==> src/tgp_pkg.sv <==
package tgp_pkg;
  // ----------------------------------------
  // Register map
  // ----------------------------------------
  localparam int unsigned ADDR_W = 32;
  localparam logic [31:0] PORT_A_DATA_ADDR = 32'h0400_0120;
  localparam logic [31:0] PORT_B_DATA_ADDR = 32'h0400_0122;
  localparam logic [31:0] PORT_C_DATA_ADDR = 32'h0400_0124;
  localparam logic [7:0] DATA_RESET = 8'h00;
  localparam int unsigned NPORT = 3;
  localparam int unsigned NPIN = 8;
  // ----------------------------------------
  // Function-select codes
  // ----------------------------------------
  localparam logic [1:0] SEL_ALT = 2'h0;
  localparam logic [1:0] SEL_OUT = 2'h1;
  localparam logic [1:0] SEL_IN_PU = 2'h2;
  localparam logic [1:0] SEL_IN_NOPU = 2'h3;
  localparam int unsigned SEL_HI_BIT = 1;
  // Port C control powers up as input with pull-up
  localparam logic [15:0] PORT_C_SEL_RESET = 16'hAAAA;

  typedef struct packed {
    logic [ADDR_W-1:0] addr;
    logic [7:0] wdata;
    logic wr;
    logic rd;
  } tgp_bus_req_t;

  typedef struct packed {
    logic [7:0] drive;
    logic [7:0] oe_b;
    logic [7:0] pull_up;
  } tgp_pin_ctl_t;
endpackage

==> src/tgp_sync.sv <==
`timescale 1ns/100ps
`default_nettype none
// ----------------------------------------
// Three-stage pin synchroniser
// ----------------------------------------
module tgp_sync (
  input wire logic ref_clk,
  input wire logic rst_b,
  input wire logic [7:0] pin_in,
  output logic [7:0] pin_level
);
  typedef struct packed {
    logic [7:0] s1;
    logic [7:0] s2;
    logic [7:0] s3;
    logic [7:0] level;
  } tgp_sync_state_t;

  tgp_sync_state_t state;
  tgp_sync_state_t next_state;

  always_comb begin
    next_state = state;
    next_state.s1 = pin_in;
    next_state.s2 = state.s1;
    next_state.s3 = state.s2;
    // Change counts only once stages two and three agree, filtering single-cycle glitches
    for (int i = 0; i < 8; i++) begin
      if (state.s2[i] == state.s3[i]) begin
        next_state.level[i] = state.s2[i];
      end
    end
  end

  always_ff @(posedge ref_clk or negedge rst_b) begin
    if (!rst_b) begin
      state <= '0;
    end else begin
      state <= next_state;
    end
  end

  assign pin_level = state.level;
endmodule
`default_nettype wire

==> src/tgp_pin_ctl.sv <==
`timescale 1ns/100ps
`default_nettype none
// ----------------------------------------
// Per-port pin driver and pull-up control
// ----------------------------------------
module tgp_pin_ctl (
  input wire logic ref_clk,
  input wire logic rst_b,
  input wire logic [7:0] data,
  input wire logic [15:0] func_sel,
  output var tgp_pkg::tgp_pin_ctl_t pin_ctl
);
  tgp_pkg::tgp_pin_ctl_t state;
  tgp_pkg::tgp_pin_ctl_t next_state;

  always_comb begin
    next_state = state;
    for (int i = 0; i < 8; i++) begin
      next_state.drive[i] = data[i];
      next_state.oe_b[i] = (func_sel[2*i +: 2] != tgp_pkg::SEL_OUT);
      next_state.pull_up[i] = (func_sel[2*i +: 2] == tgp_pkg::SEL_IN_PU);
    end
  end

  // Reset leaves every pin released, pull-ups off, until control settles
  always_ff @(posedge ref_clk or negedge rst_b) begin
    if (!rst_b) begin
      state <= '{drive: 8'h00, oe_b: 8'hff, pull_up: 8'h00};
    end else begin
      state <= next_state;
    end
  end

  assign pin_ctl = state;
endmodule
`default_nettype wire

==> src/tgp_gpio_ports.sv <==
`timescale 1ns/100ps
`default_nettype none
module tgp_gpio_ports (
  input wire logic ref_clk,
  input wire logic rst_b,
  input wire logic [31:0] bus_addr,
  input wire logic [7:0] bus_wdata,
  input wire logic bus_wr,
  input wire logic bus_rd,
  output logic [7:0] bus_rdata,
  input wire logic [15:0] port_a_function_ctrl,
  input wire logic [15:0] port_b_function_ctrl,
  input wire logic [15:0] port_c_function_ctrl,
  input wire logic [7:0] port_a_pin_in,
  input wire logic [7:0] port_b_pin_in,
  input wire logic [7:0] port_c_pin_in,
  output logic [7:0] port_a_pin_out,
  output logic [7:0] port_a_pin_oe_b,
  output logic [7:0] port_a_pull_up,
  output logic [7:0] port_b_pin_out,
  output logic [7:0] port_b_pin_oe_b,
  output logic [7:0] port_b_pull_up,
  output logic [7:0] port_c_pin_out,
  output logic [7:0] port_c_pin_oe_b,
  output logic [7:0] port_c_pull_up
);
  // ----------------------------------------
  // State
  // ----------------------------------------
  typedef struct packed {
    logic [7:0] port_a_data;
    logic [7:0] port_b_data;
    logic [7:0] port_c_data;
    logic [7:0] rdata;
  } tgp_regs_t;

  tgp_regs_t state;
  tgp_regs_t next_state;
  tgp_pkg::tgp_bus_req_t req;
  logic [7:0] lvl_a;
  logic [7:0] lvl_b;
  logic [7:0] lvl_c;
  logic [15:0] sel_c;
  logic por_done;
  tgp_pkg::tgp_pin_ctl_t ctl_a;
  tgp_pkg::tgp_pin_ctl_t ctl_b;
  tgp_pkg::tgp_pin_ctl_t ctl_c;

  assign req = '{addr: bus_addr, wdata: bus_wdata, wr: bus_wr, rd: bus_rd};

  // Read mux: input-coded pins return the pin level, others the stored bit
  function automatic logic [7:0] read_view(input logic [7:0] data, input logic [7:0] lvl,
                                           input logic [15:0] sel);
    logic [7:0] v;
    v = data;
    for (int i = 0; i < 8; i++) begin
      if (sel[2*i + tgp_pkg::SEL_HI_BIT]) begin
        v[i] = lvl[i];
      end
    end
    return v;
  endfunction

  // ----------------------------------------
  // Pin synchronisers
  // ----------------------------------------
  tgp_sync u_sync_a (.ref_clk(ref_clk), .rst_b(rst_b), .pin_in(port_a_pin_in), .pin_level(lvl_a));
  tgp_sync u_sync_b (.ref_clk(ref_clk), .rst_b(rst_b), .pin_in(port_b_pin_in), .pin_level(lvl_b));
  tgp_sync u_sync_c (.ref_clk(ref_clk), .rst_b(rst_b), .pin_in(port_c_pin_in), .pin_level(lvl_c));

  // ----------------------------------------
  // Port C power-on default
  // ----------------------------------------
  // Controller registers may not yet be valid right after reset, so port C's select is forced to input-with-pull-up until the
  // first clock after release; the pins, pull-ups off in reset, show that code from the first clock to the second, then the supplied code rules.
  always_ff @(posedge ref_clk or negedge rst_b) begin
    if (!rst_b) begin
      por_done <= 1'b0;
    end else begin
      por_done <= 1'b1;
    end
  end
  assign sel_c = por_done ? port_c_function_ctrl : tgp_pkg::PORT_C_SEL_RESET;

  // ----------------------------------------
  // Register file
  // ----------------------------------------
  always_comb begin
    next_state = state;
    next_state.rdata = 8'h00;
    if (req.wr) begin
      unique case (req.addr)
        tgp_pkg::PORT_A_DATA_ADDR: next_state.port_a_data = req.wdata;
        tgp_pkg::PORT_B_DATA_ADDR: next_state.port_b_data = req.wdata;
        tgp_pkg::PORT_C_DATA_ADDR: next_state.port_c_data = req.wdata;
        default: next_state = next_state;
      endcase
    end
    if (req.rd) begin
      case (req.addr)
        tgp_pkg::PORT_A_DATA_ADDR: next_state.rdata = read_view(state.port_a_data, lvl_a, port_a_function_ctrl);
        tgp_pkg::PORT_B_DATA_ADDR: next_state.rdata = read_view(state.port_b_data, lvl_b, port_b_function_ctrl);
        tgp_pkg::PORT_C_DATA_ADDR: next_state.rdata = read_view(state.port_c_data, lvl_c, sel_c);
        default: next_state.rdata = 8'h00;
      endcase
    end
  end

  // Only power-on reset reaches these flops; manual reset and sleep have no path in
  always_ff @(posedge ref_clk or negedge rst_b) begin
    if (!rst_b) begin
      state <= '{port_a_data: tgp_pkg::DATA_RESET, port_b_data: tgp_pkg::DATA_RESET,
                 port_c_data: tgp_pkg::DATA_RESET, rdata: 8'h00};
    end else begin
      state <= next_state;
    end
  end

  // ----------------------------------------
  // Pin control
  // ----------------------------------------
  tgp_pin_ctl u_ctl_a (.ref_clk(ref_clk), .rst_b(rst_b), .data(state.port_a_data),
                       .func_sel(port_a_function_ctrl), .pin_ctl(ctl_a));
  tgp_pin_ctl u_ctl_b (.ref_clk(ref_clk), .rst_b(rst_b), .data(state.port_b_data),
                       .func_sel(port_b_function_ctrl), .pin_ctl(ctl_b));
  tgp_pin_ctl u_ctl_c (.ref_clk(ref_clk), .rst_b(rst_b), .data(state.port_c_data),
                       .func_sel(sel_c), .pin_ctl(ctl_c));

  assign bus_rdata = state.rdata;
  assign port_a_pin_out = ctl_a.drive;
  assign port_a_pin_oe_b = ctl_a.oe_b;
  assign port_a_pull_up = ctl_a.pull_up;
  assign port_b_pin_out = ctl_b.drive;
  assign port_b_pin_oe_b = ctl_b.oe_b;
  assign port_b_pull_up = ctl_b.pull_up;
  assign port_c_pin_out = ctl_c.drive;
  assign port_c_pin_oe_b = ctl_c.oe_b;
  assign port_c_pull_up = ctl_c.pull_up;
endmodule
`default_nettype wire

==> config.mk <==
export PLATFORM = sky130hd
export DESIGN_NAME = tgp_gpio_ports
export DESIGN_NICKNAME = d
export VERILOG_FILES = /design/src/tgp_pkg.sv /design/src/tgp_sync.sv /design/src/tgp_pin_ctl.sv /design/src/tgp_gpio_ports.sv
export SDC_FILE = /design/constraint.sdc
export NUM_CORES = 1
export LEC_CHECK = 0
export ABC_AREA = 1
export BUFFER_PORTS_ARGS = -buffer_cell sky130_fd_sc_hd__buf_2
export CAP_MARGIN = 25
export CORE_AREA = 2 2 177 179
export CTS_BUF_LIST = sky130_fd_sc_hd__clkbuf_4 sky130_fd_sc_hd__clkbuf_8 sky130_fd_sc_hd__clkbuf_16
export CTS_CLUSTER_SIZE = 10
export DETAILED_ROUTE_END_ITERATION = 10
export DIE_AREA = 0 0 179 181
export MAX_ROUTING_LAYER = met4
export PLACE_DENSITY = 0.42
export SETUP_SLACK_MARGIN = 0.05
export SLEW_MARGIN = 20
export SYNTH_ARGS = -nofsm -noshare
export SYNTH_HDL_FRONTEND = slang
export SYNTH_SLANG_ARGS = --single-unit
==> constraint.sdc <==
create_clock -name ref_clk -period 1.3 [get_ports ref_clk]
set_input_delay 0.26 -clock ref_clk [delete_from_list [all_inputs] [get_ports ref_clk]]
set_output_delay 0.26 -clock ref_clk [all_outputs]
set_load 0.02 [all_outputs]
[Word level (Yosys, flattened, before mapping)]
Index checks and enable logic that the tools add are counted.
Operators by class
  add/sub/neg operators: 0
  $mul: 0
  divide/modulo/power cells: 0
  magnitude comparators: 0
  equality and inequality tests: 75
  shifts and indexed selects: 0
  muxes and demuxes: 27
  bitwise gates (word level): 0
  reduce and logical (&&, ||, !) cells: 3
Operators with widths (number)
  $eq 32x27->1 const B: 3
  $eq 2x2->1 const B: 24
  $ne 2x1->1 const B: 24
  $eq 1x1->1: 24
  $mux 1: 24
  $pmux 8 s3: 1
  $mux 16: 1
  $mux 8: 1
  $reduce_and 2->1: 3
Word-level totals
  register bits: 201
  bits in latches: 0
  RAM bits: 0
  ROM bits: 0
  bits of input ports: 116
  output and inout port bits: 80
  word-level logic and storage cells: 152
  memories kept: 0

[Depth between registers and ports, before layout]
Gate-level depths: netlist of run 1.
  depth in word-level cells: 4
  mapped depth: 11
  depth with buffers taken out: 9

[Cells and area by module]
Synthesis of run 1 repeated with hierarchy kept, for this count alone.
Second synthesis, totals
  cell total of the unflattened synthesis: 662
  area total of the unflattened synthesis: 7303.3 um2
By module, submodules not included
  tgp_sync: times used 3, cells an instance 72, area an instance 991.0 um2
  tgp_gpio_ports: times used 1, cells an instance 302, area an instance 2168.3 um2
  tgp_pin_ctl: times used 3, cells an instance 48, area an instance 720.7 um2

[Worst setup path after synthesis of run 1]
No wires, ideal clock.
  path type: in2reg
  start: input bus_addr[9]
  end: register state[21] in the netlist's numbering
  arrival time: 1.189 ns
  data required time: 1.180 ns
  setup slack: -0.009 ns
  stages on the path: 9
  buffers on the path: 1
  cells stage by stage: inv_1 > nand2_1 > nor2_1 > nand2_2 > nor2_4 > nand3_4 > buf_6 > nand2_1 > o21ai_2
On the way
  cells in the longest elaborated chain, start to end: 2
RTL lines
  start: declaration: line tgp_gpio_ports.sv:6  | input wire logic [31:0] bus_addr,
  $eq 32x27->1: line tgp_gpio_ports.sv:92  | unique case (req.addr)
  $reduce_and 2->1 (no line)
  end signal: assignment: line tgp_gpio_ports.sv:112  | state <= '{port_a_data: tgp_pkg::DATA_RESET, port_b_data: tgp_pkg::DATA_RESET,
  end signal: assignment: line tgp_gpio_ports.sv:115  | state <= next_state;
  end: declaration: line tgp_gpio_ports.sv:37  | tgp_regs_t state;
No other way between the ends.
A chain may end at the register's enable or synchronous reset.

[Worst setup path in the final report of run 1]
  start: register u_ctl_c.state (netlist bit u_ctl_c.pin_ctl[15])
  end: output port_c_pin_oe_b[7]
RTL lines
  start: declaration: line tgp_pin_ctl.sv:13  | tgp_pkg::tgp_pin_ctl_t state;
  start signal: assignment: line tgp_pin_ctl.sv:28  | state <= '{drive: 8'h00, oe_b: 8'hff, pull_up: 8'h00};
  start signal: assignment: line tgp_pin_ctl.sv:30  | state <= next_state;
  end: declaration: line tgp_gpio_ports.sv:24  | output logic [7:0] port_c_pin_oe_b,
No word-level cell between the ends.

==> run summary, run 1 <==
status -> finished with violations
failing checks -> negative setup slack
Net Count, Synth -> 690
first-pass GRT wire length -> 27.5 mm
final setup margin -> -0.106 ns
EDFF count, synth -> 0
Hold Fails Final Rpt -> 0
final instance area -> 10700 um2
I/O pins -> 196
Layout Nets -> 986
drt first-iter violations -> 163
root buffer selected by CTS -> clkbuf_16
Die Y-Extent -> 181 um
post-synth top area share -> 0.642
die area -> 32400 um2
Mean Syn Cell Area -> 12.0 um2
Gate power share -> 0.078
clock network power share -> 0.468
CTS tree -> done
most numerous cell in the Yosys netlist -> dfrtp_1
Post-synth top cells -> 177 x dfrtp_1, 157 x nand2_1, 68 x inv_1
Setup CP Type -> register to primary output
max-cap violations -> 0
Async SR Flop Fraction -> 1.00
WL final -> 17.7 mm
area grow syn2layout -> 55.2%
placer congestion estimate -> 0.706
final setup fails -> 24
routed vias -> 4728
CP required -> 1.04 ns
Lkg Pwr -> 5.25 nW
grt ovf -> 0
antenna-violating nets left -> 0
TritonCTS Buffers -> 25
Post-Syn Instances -> 574
initial antenna violation count -> 3
FMAX -> 0.711 GHz
Worst path max stage delay -> 0.53 ns
CP cell instances -> buf_6
worst skew pair latency -> 0.51 ns
leading area contributor after synthesis -> dfrtp_1
Port Buf Inserts -> 195
crit start category -> register
largest net degree at the start of global routing -> 39
GR Util All Layers -> 0.113
Post-Syn Area -> 6900 um2
Avg WL per Cell -> 13.8 um
Rows -> 64
Reg2Reg Setup Slack -> 0.13 ns
endpoint type of the worst setup path -> primary output
Seq/Total Area, Yosys -> 0.733
Power per Cell Area -> 1370 nW/um2
Worst-path clk slew -> 0.06 ns
clk sinks -> 201
critical path peak fanout -> 1
Final Power -> 0.0147 W
Main synth FF type -> dfrtp_1
Final min period -> 1.41 ns
register bit total from synthesis -> 201
Distinct cells, synth -> 20
Core ar. -> 30300 um2
Die X -> 179 um
Final Max Slew Viols -> 0
Detailed Place HPWL -> 12.6 mm
DRC viols -> 0
worst hold path type -> input pin to register
RSZ-0062 raised after global routing -> yes
delay-heaviest family, CP -> flip-flops
Synth warnings -> 0
layout cell share with drive strength beyond 1 -> 0.395
crit path max-delay cell type -> dfstp_2
H-tree depth -> 1
placed instance area -> 8590 um2
switch share -> 0.219
Seq pwr share -> 0.454
P_sw -> 0.00323 W
Area contributors post-synth -> dfrtp_1 64%, dfstp_2 9.1%, nand2_1 8.5%, inv_1 3.7%, maj3_1 3.5%
crit path DAT -> 1.15 ns
Power Internal -> 0.0115 W
starting density of the core -> 0.227
Fin Clk Skew -> 0.00729 ns
vias in the first global route -> 5113
drt via density -> 3.68
final period utilization -> 1.08
DR pass1 iterations -> 4
VDD IR max -> 0.000951 V
worst path bufs/invs -> 1
Clock Path Buffers -> 3
## what timing repair did
action | 4_1_cts | 5_1_grt
pin swaps | 0 | 6
setup endpoints to repair | 82 | 87
cloned | 0 | 1
resized for setup | 163 | 24
setup buffers | 0 | 1
hold endpoints to repair | 250 | 0
hold buffers | 68 | 0
## area by class of cell
cell class | count | area [um2]
Antenna cell | 3 | 7.51
Clock buffer | 41 | 758
Clock inverter | 3 | 65.1
Fill cell | 3037 | 19600
Inverter | 68 | 283
Multi-Input combinational cell | 288 | 1540
Sequential cell | 201 | 5060
Tap cell | 396 | 495
Timing Repair Buffer | 286 | 2500
## cell families (layout without fill, tap and decap cells)
family | after synthesis | in the layout | share of synthesized area
AND/OR/NAND/NOR | 231 | 231 | 0.142
flip-flops | 201 | 201 | 0.733
buffers and inverters | 85 | 398 | 0.0575
AO/OA/AOI/OAI | 32 | 32 | 0.0314
adder cells (fa/ha/maj) | 24 | 24 | 0.0348
other | 1 | 4 | 0.000544
## layer usage
metal	wire length, um	part of all wire	GRT usage
met2	8560	0.48	0.188
met4	268	0.015	0.0247
met5	0	0	-
met3	1500	0.085	0.0349
met1	7380	0.42	0.135
## tightest hold or removal path: stages
cell and delay [ns]:
buf_2 0.09, inv_1 0.06, nor2_1 0.08
## sequential cells by signal, summed over array words and instances, names as in the netlist, 16 cells and up
register / flops
state: 24
u_ctl_c.pin_ctl: 24
u_ctl_b.pin_ctl: 24
u_sync_a.next_state: 16
u_ctl_a.pin_ctl: 24
u_sync_c.next_state: 16
u_sync_b.next_state: 16
## final timing paths
path,start,end,cells past startpoint
worst max-delay path,u_ctl_c.pin_ctl[15]$_DFF_PN1_,port_c_pin_oe_b[7],1
worst min-delay path,port_a_function_ctrl[1],u_ctl_a.pin_ctl[0]$_DFF_PN0_,3
worst max register to register,por_done$_DFF_PN0_,bus_rdata[4]$_DFF_PN0_,9
worst min register to register,u_sync_c.next_state[17]$_DFF_PN0_,u_sync_c.next_state[9]$_DFF_PN0_,0
max in group asynchronous,rst_b,u_ctl_c.pin_ctl[8]$_DFF_PN1_,3
min in group asynchronous,rst_b,u_sync_b.next_state[14]$_DFF_PN0_,2
## power by group through the flow
stage | Clock, W | Sequential [W] | Combinational, W
finish | 0.00689 | 0.00668 | 0.00115
global route | 0.00744 | 0.00671 | 0.00129
CTS | 0.00716 | 0.00668 | 0.00116
detailed placement | 0 | 0.00677 | 0.000903
global placement | 0 | 0.00676 | 0.000896
floorplan | 0 | 0.00685 | 0.000244
## cells in the final DEF, fill, tap and decap left out, drive strengths merged
cell	n
dfstp	24
clkbuf	42
maj3	24
dlygate4sd3	68
clkinv	1
bufinv	2
dfrtp	177
o21ai	32
diode	3
nand2	158
nor2	35
inv	68
conb	1
nand3	36
and2	2
buf	217
## stage by stage
step,instances,util,setup TNS (ns),hold WS (ns),setup slack (ns)
6_report,1286,0.353,-2.27,0.0224,-0.106
5_1_grt,1286,0.353,-3.79,0.0182,-0.159
4_1_cts,1281,0.349,-3.07,0.00156,-0.143
3_5_place_dp,1169,0.283,-4.23,0.151,-0.165
3_3_place_gp,1169,0.283,-4.06,0.154,-0.159
2_1_floorplan,574,-,0,-0.0356,0.0390
Note: power is estimated with default switching activity, not from simulation.
==> run 2, diff against run 1 <==
--- a/config.mk
+++ b/config.mk
@@ -14,7 +14,8 @@
 export DETAILED_ROUTE_END_ITERATION = 10
 export DIE_AREA = 0 0 179 181
 export MAX_ROUTING_LAYER = met4
-export PLACE_DENSITY = 0.42
+export PLACE_DENSITY = 0.5
+export RECOVER_POWER = 50
 export SETUP_SLACK_MARGIN = 0.05
 export SLEW_MARGIN = 20
 export SYNTH_ARGS = -nofsm -noshare
==> run 2 against run 1 <==
  * The flow still finishes with violations (negative setup slack)
  * Wire length rose by 3.8%
  * Non-clock buffer count rose by 10
  * Highest routed layer unchanged
  * Power fell by 1.6%
  * First-iteration DRC count rose by 28%
  * Largest cell class unchanged
  * Register-to-register slack got worse by 0.05 ns
  * Maximum frequency fell by 1.4%
  * Global-route usage rose by 0.52 points
  * Worst hold slack got worse by 0.0067 ns
  * Combinational power barely moved
==> run summary, run 2 (synthesis gave the netlist of run 1 again) <==
Final min period -> 1.43 ns (+0.0202 ns)
DR pass1 iterations -> 4 (unchanged)
CP required -> 1.04 ns (about the same)
placed instance area -> 8650 um2 (+0.67%)
Hold Fails Final Rpt -> 0 (unchanged)
final setup margin -> -0.126 ns (-0.0202 ns)
CP Launch Point -> u_ctl_a.pin_ctl[10]$_DFF_PN1_
Hold Path Origin -> port_c_function_ctrl[15]
Worst path max stage delay -> 0.54 ns (about the same)
vias in the first global route -> 5298 (+3.6%)
clk sinks -> 201 (unchanged)
CTS tree -> done
drt via density -> 3.76 (+2.2%)
drt first-iter violations -> 209 (+28%)
Lkg Pwr -> 5.23 nW (-0.36%)
RSZ-0062 raised after global routing -> yes
die area -> 32400 um2 (unchanged)
Setup CP Type -> register to primary output
Power per Cell Area -> 1350 nW/um2 (-1.7%)
largest net degree at the start of global routing -> 38 (-2.6%)
Port Buf Inserts -> 195 (unchanged)
crit path max-delay cell type -> dfstp_2
crit path DAT -> 1.17 ns (+0.02 ns)
antenna-violating nets left -> 0 (unchanged)
setup_tns -> -2.46 ns (-0.196 ns)
delay-heaviest family, CP -> flip-flops
worst skew pair latency -> 0.52 ns (about the same)
layout cell share with drive strength beyond 1 -> 0.388 (-0.00663)
WL final -> 18.4 mm (+3.8%)
final setup fails -> 26 (+8.3%)
DRC viols -> 0 (unchanged)
Die Y-Extent -> 181 um (unchanged)
TritonCTS Buffers -> 25 (unchanged)
final period utilization -> 1.10 (+0.0156)
Avg WL per Cell -> 14.2 um (+3.1%)
root buffer selected by CTS -> clkbuf_16
Fin Clk Skew -> 0.0177 ns (+0.0105 ns)
most common cell after layout, fill and taps aside -> dfrtp_1
Core ar. -> 30300 um2 (unchanged)
GR Util All Layers -> 0.119 (+0.00524)
worst hold path type -> input pin to register
Final Max Slew Viols -> 0 (unchanged)
VDD IR max -> 0.000760 V (-20%)
Clock Path Buffers -> 3 (unchanged)
Die X -> 179 um (unchanged)
Worst-path clk slew -> 0.05 ns (about the same)
I/O pins -> 196 (unchanged)
Post-Layout Cell Count -> 1295 (+0.70%)
endpoint type of the worst setup path -> primary output
failing checks -> negative setup slack
CP cell instances -> buf_6
worst path bufs/invs -> 1 (unchanged)
Tightest Pin Transition -> 0.601 ns
Worst slew margin -> 0.600
placed cell count -> 1175 (+0.51%)
H-tree depth -> 1 (unchanged)
Rows -> 64 (unchanged)
critical path peak fanout -> 1 (unchanged)
initial antenna violation count -> 2 (-1)
Setup WS pre-CTS -> -0.222 ns (-0.0573 ns)
starting density of the core -> 0.227 (unchanged)
status -> finished with violations
final instance area -> 10700 um2 (+0.12%)
Detailed Place HPWL -> 13.0 mm (+3.3%)
placer congestion estimate -> 0.742 (+5.0%)
crit start category -> register
first-pass GRT wire length -> 28.7 mm (+4.4%)
area grow syn2layout -> 55.3%
grt ovf -> 0 (unchanged)
max-cap violations -> 0 (unchanged)
FMAX -> 0.701 GHz (-1.4%)
commonest non-fill, non-tap cells in the layout -> 176 x dfrtp_1, 135 x nand2_1, 99 x buf_2, 80 x buf_6, 70 x dlygate4sd3_1
routed vias -> 4865 (+2.9%)
# fillers -> 3022 (-0.49%)
RR Startpoint -> por_done$_DFF_PN0_
Layout Nets -> 996 (+1.0%)
## run 2: cell types whose count changed in the layout (fill, tap and decap cells not counted), moves of 4 or more
cell      delta
buf_2       -15
nand3_1      -4
nand2_2      +4
clkbuf_1    +16
clkbuf_4     +4
nand3_2      +4
buf_4        +6
nand2_1      -4
## run 2: worst register-to-register path, delay by kind of cell, from the launching register on
kind          cells  cell delay [ns]
buf+inv           3             0.35
flops             1             0.42
simple gates      6             0.39
## run 2: stage by stage
stage / hold WS [ns] / util / total power (W)
floorplan: -0.0356 / - / 0.00709
global placement: 0.189 / 0.285 / 0.00768
detailed placement: 0.184 / 0.285 / 0.00769
CTS: 0.000507 / 0.351 / 0.0147
global route: 0.00258 / 0.353 / 0.0151
finish: 0.0157 / 0.353 / 0.0145
## run 2: cell type report
class	instances	area (um2)	share of cell area
Clock inverter	4	45.0	0.00420
Timing Repair Buffer	296	2520	0.235
Antenna cell	2	5.00	0.000467
Inverter	68	283	0.0264
Clock buffer	40	744	0.0695
Sequential cell	201	5060	0.472
Tap cell	396	495	0.0462
Multi-Input combinational cell	288	1570	0.146
## run 2: routing by layer
metal | global-route usage | part of all wire | vias up
met5 | - | 0 | -
met2 | 0.198 | 0.48 | 156
met1 | 0.141 | 0.42 | 2296
met4 | 0.0302 | 0.020 | 0
li1 | - | - | 2380
met3 | 0.0318 | 0.080 | 33
## run 2: timing repair
| action | CTS | global route |
|---|---|---|
| endpoints found under the setup margin | 81 | 88 |
| buffers inserted | 0 | 3 |
| gates resized for setup | 161 | 31 |
| pin swaps | 0 | 7 |
| hold buffers | 71 | 0 |
| endpoints found under the hold margin | 233 | 0 |
| gates cloned | 0 | 1 |
## run 2: where the power goes
group / internal, W / switching, W / leakage (nW)
combinational: 0.000571 / 0.000587 / 2.36
sequential: 0.00656 / 0.000129 / 2.46
clock: 0.00410 / 0.00254 / 0.406
total: 0.0112 / 0.00326 / 5.23
## run 2: path summary, 6_finish.rpt
kind                       cells past startpoint                                end  slack [ns]
setup / recovery                               1                 port_a_pin_oe_b[2]       -0.13
hold / removal                                 3      u_ctl_c.pin_ctl[15]$_DFF_PN1_        0.02
setup reg to reg                               9             bus_rdata[7]$_DFF_PN0_        0.08
hold reg to reg                                0  u_sync_c.next_state[10]$_DFF_PN0_        0.34
max in group asynchronous                      3      u_ctl_b.pin_ctl[15]$_DFF_PN1_        0.10
min in group asynchronous                      2  u_sync_a.next_state[13]$_DFF_PN0_        0.33
==> run 3, diff against run 2 <==
--- a/config.mk
+++ b/config.mk
@@ -8,16 +8,17 @@
 export ABC_AREA = 1
 export BUFFER_PORTS_ARGS = -buffer_cell sky130_fd_sc_hd__buf_2
 export CAP_MARGIN = 25
-export CORE_AREA = 2 2 177 179
+export CORE_AREA = 2 2 182 184
 export CTS_BUF_LIST = sky130_fd_sc_hd__clkbuf_4 sky130_fd_sc_hd__clkbuf_8 sky130_fd_sc_hd__clkbuf_16
 export CTS_CLUSTER_SIZE = 10
 export DETAILED_ROUTE_END_ITERATION = 10
-export DIE_AREA = 0 0 179 181
+export DIE_AREA = 0 0 184 186
 export MAX_ROUTING_LAYER = met4
-export PLACE_DENSITY = 0.5
+export PLACE_DENSITY = 0.51
 export RECOVER_POWER = 50
 export SETUP_SLACK_MARGIN = 0.05
 export SLEW_MARGIN = 20
 export SYNTH_ARGS = -nofsm -noshare
 export SYNTH_HDL_FRONTEND = slang
+export SYNTH_HIERARCHICAL = 1
 export SYNTH_SLANG_ARGS = --single-unit
==> constraint.sdc (replaced) <==
create_clock -name ref_clk -period 1.2 [get_ports ref_clk]
set_input_delay 0.24 -clock ref_clk [delete_from_list [all_inputs] [get_ports ref_clk]]
set_output_delay 0.24 -clock ref_clk [all_outputs]
set_load 0.02 [all_outputs]
==> run 3 against run 2 <==
  * Die area rose by 5.6%
  * Critical path depth did not move
  * Setup slack got worse by 0.080 ns
  * The run still ends with negative setup slack left
  * Area after synthesis rose by 5.9%
  * Largest cell class unchanged
  * Count of clock-buffer cells in the layout rose by 2
  * Critical endpoint is now port_b_pin_oe_b[2]
  * Non-clock buffer count rose by 3
  * Clock power rose by 6.2%
==> run summary, run 3 <==
placed instance area -> 8820 um2 (+2.0%)
largest net degree at the start of global routing -> 38 (unchanged)
Die Y-Extent -> 186 um (+2.8%)
Final Max Slew Viols -> 0 (unchanged)
Port Buf Inserts -> 195 (unchanged)
DRC viols -> 0 (unchanged)
I/O pins -> 196 (unchanged)
Fin Clk Skew -> 0.0208 ns (+0.00304 ns)
Distinct cells, synth -> 24 (+20%)
Gate power share -> 0.086 (+0.006)
Avg WL per Cell -> 13.3 um (-6.3%)
Worst slew margin -> 0.563 (-0.0370)
EDFF count, synth -> 0 (unchanged)
H-tree depth -> 1 (unchanged)
leading area contributor after synthesis -> dfrtp_1
Post-synth top cells -> 177 x dfrtp_1, 127 x nand2_1, 103 x inv_1
worst hold path type -> input pin to register
P_sw -> 0.00360 W (+11%)
Net Count, Synth -> 778 (+13%)
antenna-violating nets left -> 0 (unchanged)
worst skew pair latency -> 0.52 ns (about the same)
vias in the first global route -> 5353 (+1.0%)
VDD IR max -> 0.000819 V (+7.7%)
Worst path max stage delay -> 0.53 ns (about the same)
Area contributors post-synth -> dfrtp_1 61%, dfstp_2 8.6%, nand2_1 6.5%, inv_1 5.3%, buf_4 3.3%
Main synth FF type -> dfrtp_1
commonest non-fill, non-tap cells in the layout -> 177 x dfrtp_1, 117 x nand2_1, 96 x buf_2, 87 x inv_1, 83 x buf_6
Seq pwr share -> 0.464 (+0.003)
CTS tree -> done
Layout Nets -> 1065 (+6.9%)
Clock Path Buffers -> 3 (unchanged)
register bit total from synthesis -> 201 (unchanged)
Die X -> 184 um (+2.8%)
Setup Fix Bufs, Post-CTS -> 0 (unchanged)
final period utilization -> 1.17
crit start category -> register
initial antenna violation count -> 2 (unchanged)
Lkg Pwr -> 5.41 nW (+3.6%)
final instance area -> 11000 um2 (+2.3%)
die area -> 34200 um2 (+5.6%)
final setup fails -> 82 (+220%)
clk sinks -> 201 (unchanged)
crit path max-delay cell type -> dfstp_2
root buffer selected by CTS -> clkbuf_16
WL final -> 18.3 mm (-0.25%)
Detailed Place HPWL -> 13.1 mm (+0.51%)
crit path DAT -> 1.17 ns (about the same)
Async SR Flop Fraction -> 1.00 (unchanged)
Post-Syn Instances -> 662 (+15%)
Power per Cell Area -> 1430 nW/um2 (+5.7%)
Tightest Pin Transition -> 0.656 ns (+0.0556 ns)
delay-heaviest family, CP -> flip-flops
Post-Syn Area -> 7300 um2 (+5.9%)
first-pass GRT wire length -> 28.2 mm (-1.5%)
Setup WS pre-CTS -> -0.343 ns (-0.121 ns)
Hold Fails Final Rpt -> 0 (unchanged)
final hold slack -> 0.0145 ns (-0.00115 ns)
Final min period -> 1.41 ns
most numerous cell in the Yosys netlist -> dfrtp_1
Power Internal -> 0.0121 W (+7.4%)
clock network power share -> 0.450 (-0.009)
# fillers -> 3227 (+6.8%)
Register Area -> 5060 um2 (about the same)
drt via density -> 3.81 (+1.5%)
layout cell share with drive strength beyond 1 -> 0.373 (-0.0150)
grt ovf -> 0 (unchanged)
endpoint type of the worst setup path -> primary output
DR pass1 iterations -> 4 (unchanged)
CP cell instances -> buf_6
Core ar. -> 32200 um2 (+6.1%)
FMAX -> 0.711 GHz
final setup margin -> -0.206 ns (-0.0801 ns)
Rows -> 66 (+3.1%)
TritonCTS Buffers -> 25 (unchanged)
area grow syn2layout -> 50.0%
max-cap violations -> 0 (unchanged)
post-synth top area share -> 0.606 (-0.0355)
status -> finished with violations
most common cell after layout, fill and taps aside -> dfrtp_1
critical path peak fanout -> 1 (unchanged)
failing checks -> negative setup slack
Seq/Total Area, Yosys -> 0.693 (-0.0406)
Setup CP Type -> register to primary output
drt first-iter violations -> 129 (-38%)
placer congestion estimate -> 0.702 (-5.4%)
GR Util All Layers -> 0.111 (-0.00779)
CP required -> 0.96 ns (-0.08 ns)
routed vias -> 5258 (+8.1%)
Multi-input gate area -> 1610 um2 (+3.0%)
worst path bufs/invs -> 1 (unchanged)
starting density of the core -> 0.227 (-0.000558)
setup_tns -> -8.05 ns (-5.59 ns)
RSZ-0062 raised after global routing -> yes
Mean Syn Cell Area -> 11.0 um2 (-8.2%)
switch share -> 0.230 (+0.00505)
Synth warnings -> 6 (+6)
Worst-path clk slew -> 0.06 ns (about the same)
## run 3: cell count changes in the layout (fill, tap and decap cells not counted), sizes merged, moves of 8 or more
cell / delta
nor2: +33
or2: +8
a21oi: +24
inv: +39
maj3: -24
dlygate4sd3: +10
o21ai: +16
nand2: -26
## run 3: power groups by stage
stage | Combinational, W | Sequential, W | Clock, W
CTS | 0.00139 | 0.00727 | 0.00731
floorplan | 0.000426 | 0.00744 | 0
finish | 0.00135 | 0.00726 | 0.00705
global placement | 0.00103 | 0.00735 | 0
detailed placement | 0.00105 | 0.00736 | 0
global route | 0.00150 | 0.00730 | 0.00760
## run 3: logic make-up (layout without fill, tap and decap cells)
kind of cell / Yosys count / count (layout) / share of synthesized area
DFF: 201 / 201 / 0.693
and+or+nand+nor: 242 / 242 / 0.159
buffers and inverters: 146 / 452 / 0.0954
AOI/OAI and AO/OA: 72 / 72 / 0.0524
other: 1 / 4 / 0.000513
## run 3: what timing repair did
| item | in CTS | in global routing |
|---|---|---|
| hold endpoints to repair | 259 | 0 |
| gates cloned | 0 | 0 |
| endpoints found under the setup margin | 88 | 102 |
| pin swaps | 10 | 0 |
| resized for setup | 180 | 27 |
| hold buffers | 85 | 0 |
## run 3: path summary, 6_finish.rpt
check,from,endpoint,slack [ns],depth (start not counted)
hold / removal,bus_wdata[5],state[29]$_DFFE_PN0P_,0.01,3
min in group asynchronous,rst_b,u_sync_b/next_state[13]$_DFF_PN0_,0.31,2
setup / recovery,u_ctl_b/pin_ctl[10]$_DFF_PN1_,port_b_pin_oe_b[2],-0.21,1
setup reg to reg,por_done$_DFF_PN0_,bus_rdata[2]$_DFF_PN0_,-0.04,8
hold reg to reg,u_sync_b/next_state[21]$_DFF_PN0_,u_sync_b/next_state[13]$_DFF_PN0_,0.33,0
max in group asynchronous,rst_b,u_ctl_a/pin_ctl[14]$_DFF_PN1_,0.08,3
## run 3: routing by layer
layer | share of wire | GRT usage
met3 | 0.070 | 0.0266
met5 | 0 | -
met2 | 0.49 | 0.184
met1 | 0.43 | 0.136
met4 | 0.016 | 0.0275
## run 3: final cells by class
cell class / instances / share of cell area
sequential: 201 / 0.462
clock buffer: 42 / 0.0687
antenna: 3 / 0.000685
multi-input combinational: 315 / 0.147
inverter: 107 / 0.0379
clock inverter: 4 / 0.00251
timing repair buffer: 299 / 0.235
tap: 408 / 0.0466
## run 3: worst register-to-register path, cell delays in order, from the launching register on
cell,delay [ns]
dfrtp_1,0.38
inv_4,0.09
or2_4,0.29
nand2_2,0.07
o21ai_2,0.05
nand3_1,0.09
nand3_1,0.07
nand2_1,0.06
inv_1,0.04
## run 3: stage by stage
| step | std cells | total power (W) | utilization |
|---|---|---|---|
| floorplan | 662 | 0.00786 | - |
| global placement | 1249 | 0.00838 | 0.274 |
| detailed placement | 1249 | 0.00841 | 0.274 |
| CTS | 1380 | 0.0160 | 0.342 |
| global route | 1378 | 0.0164 | 0.340 |
| finish | 1379 | 0.0157 | 0.340 |
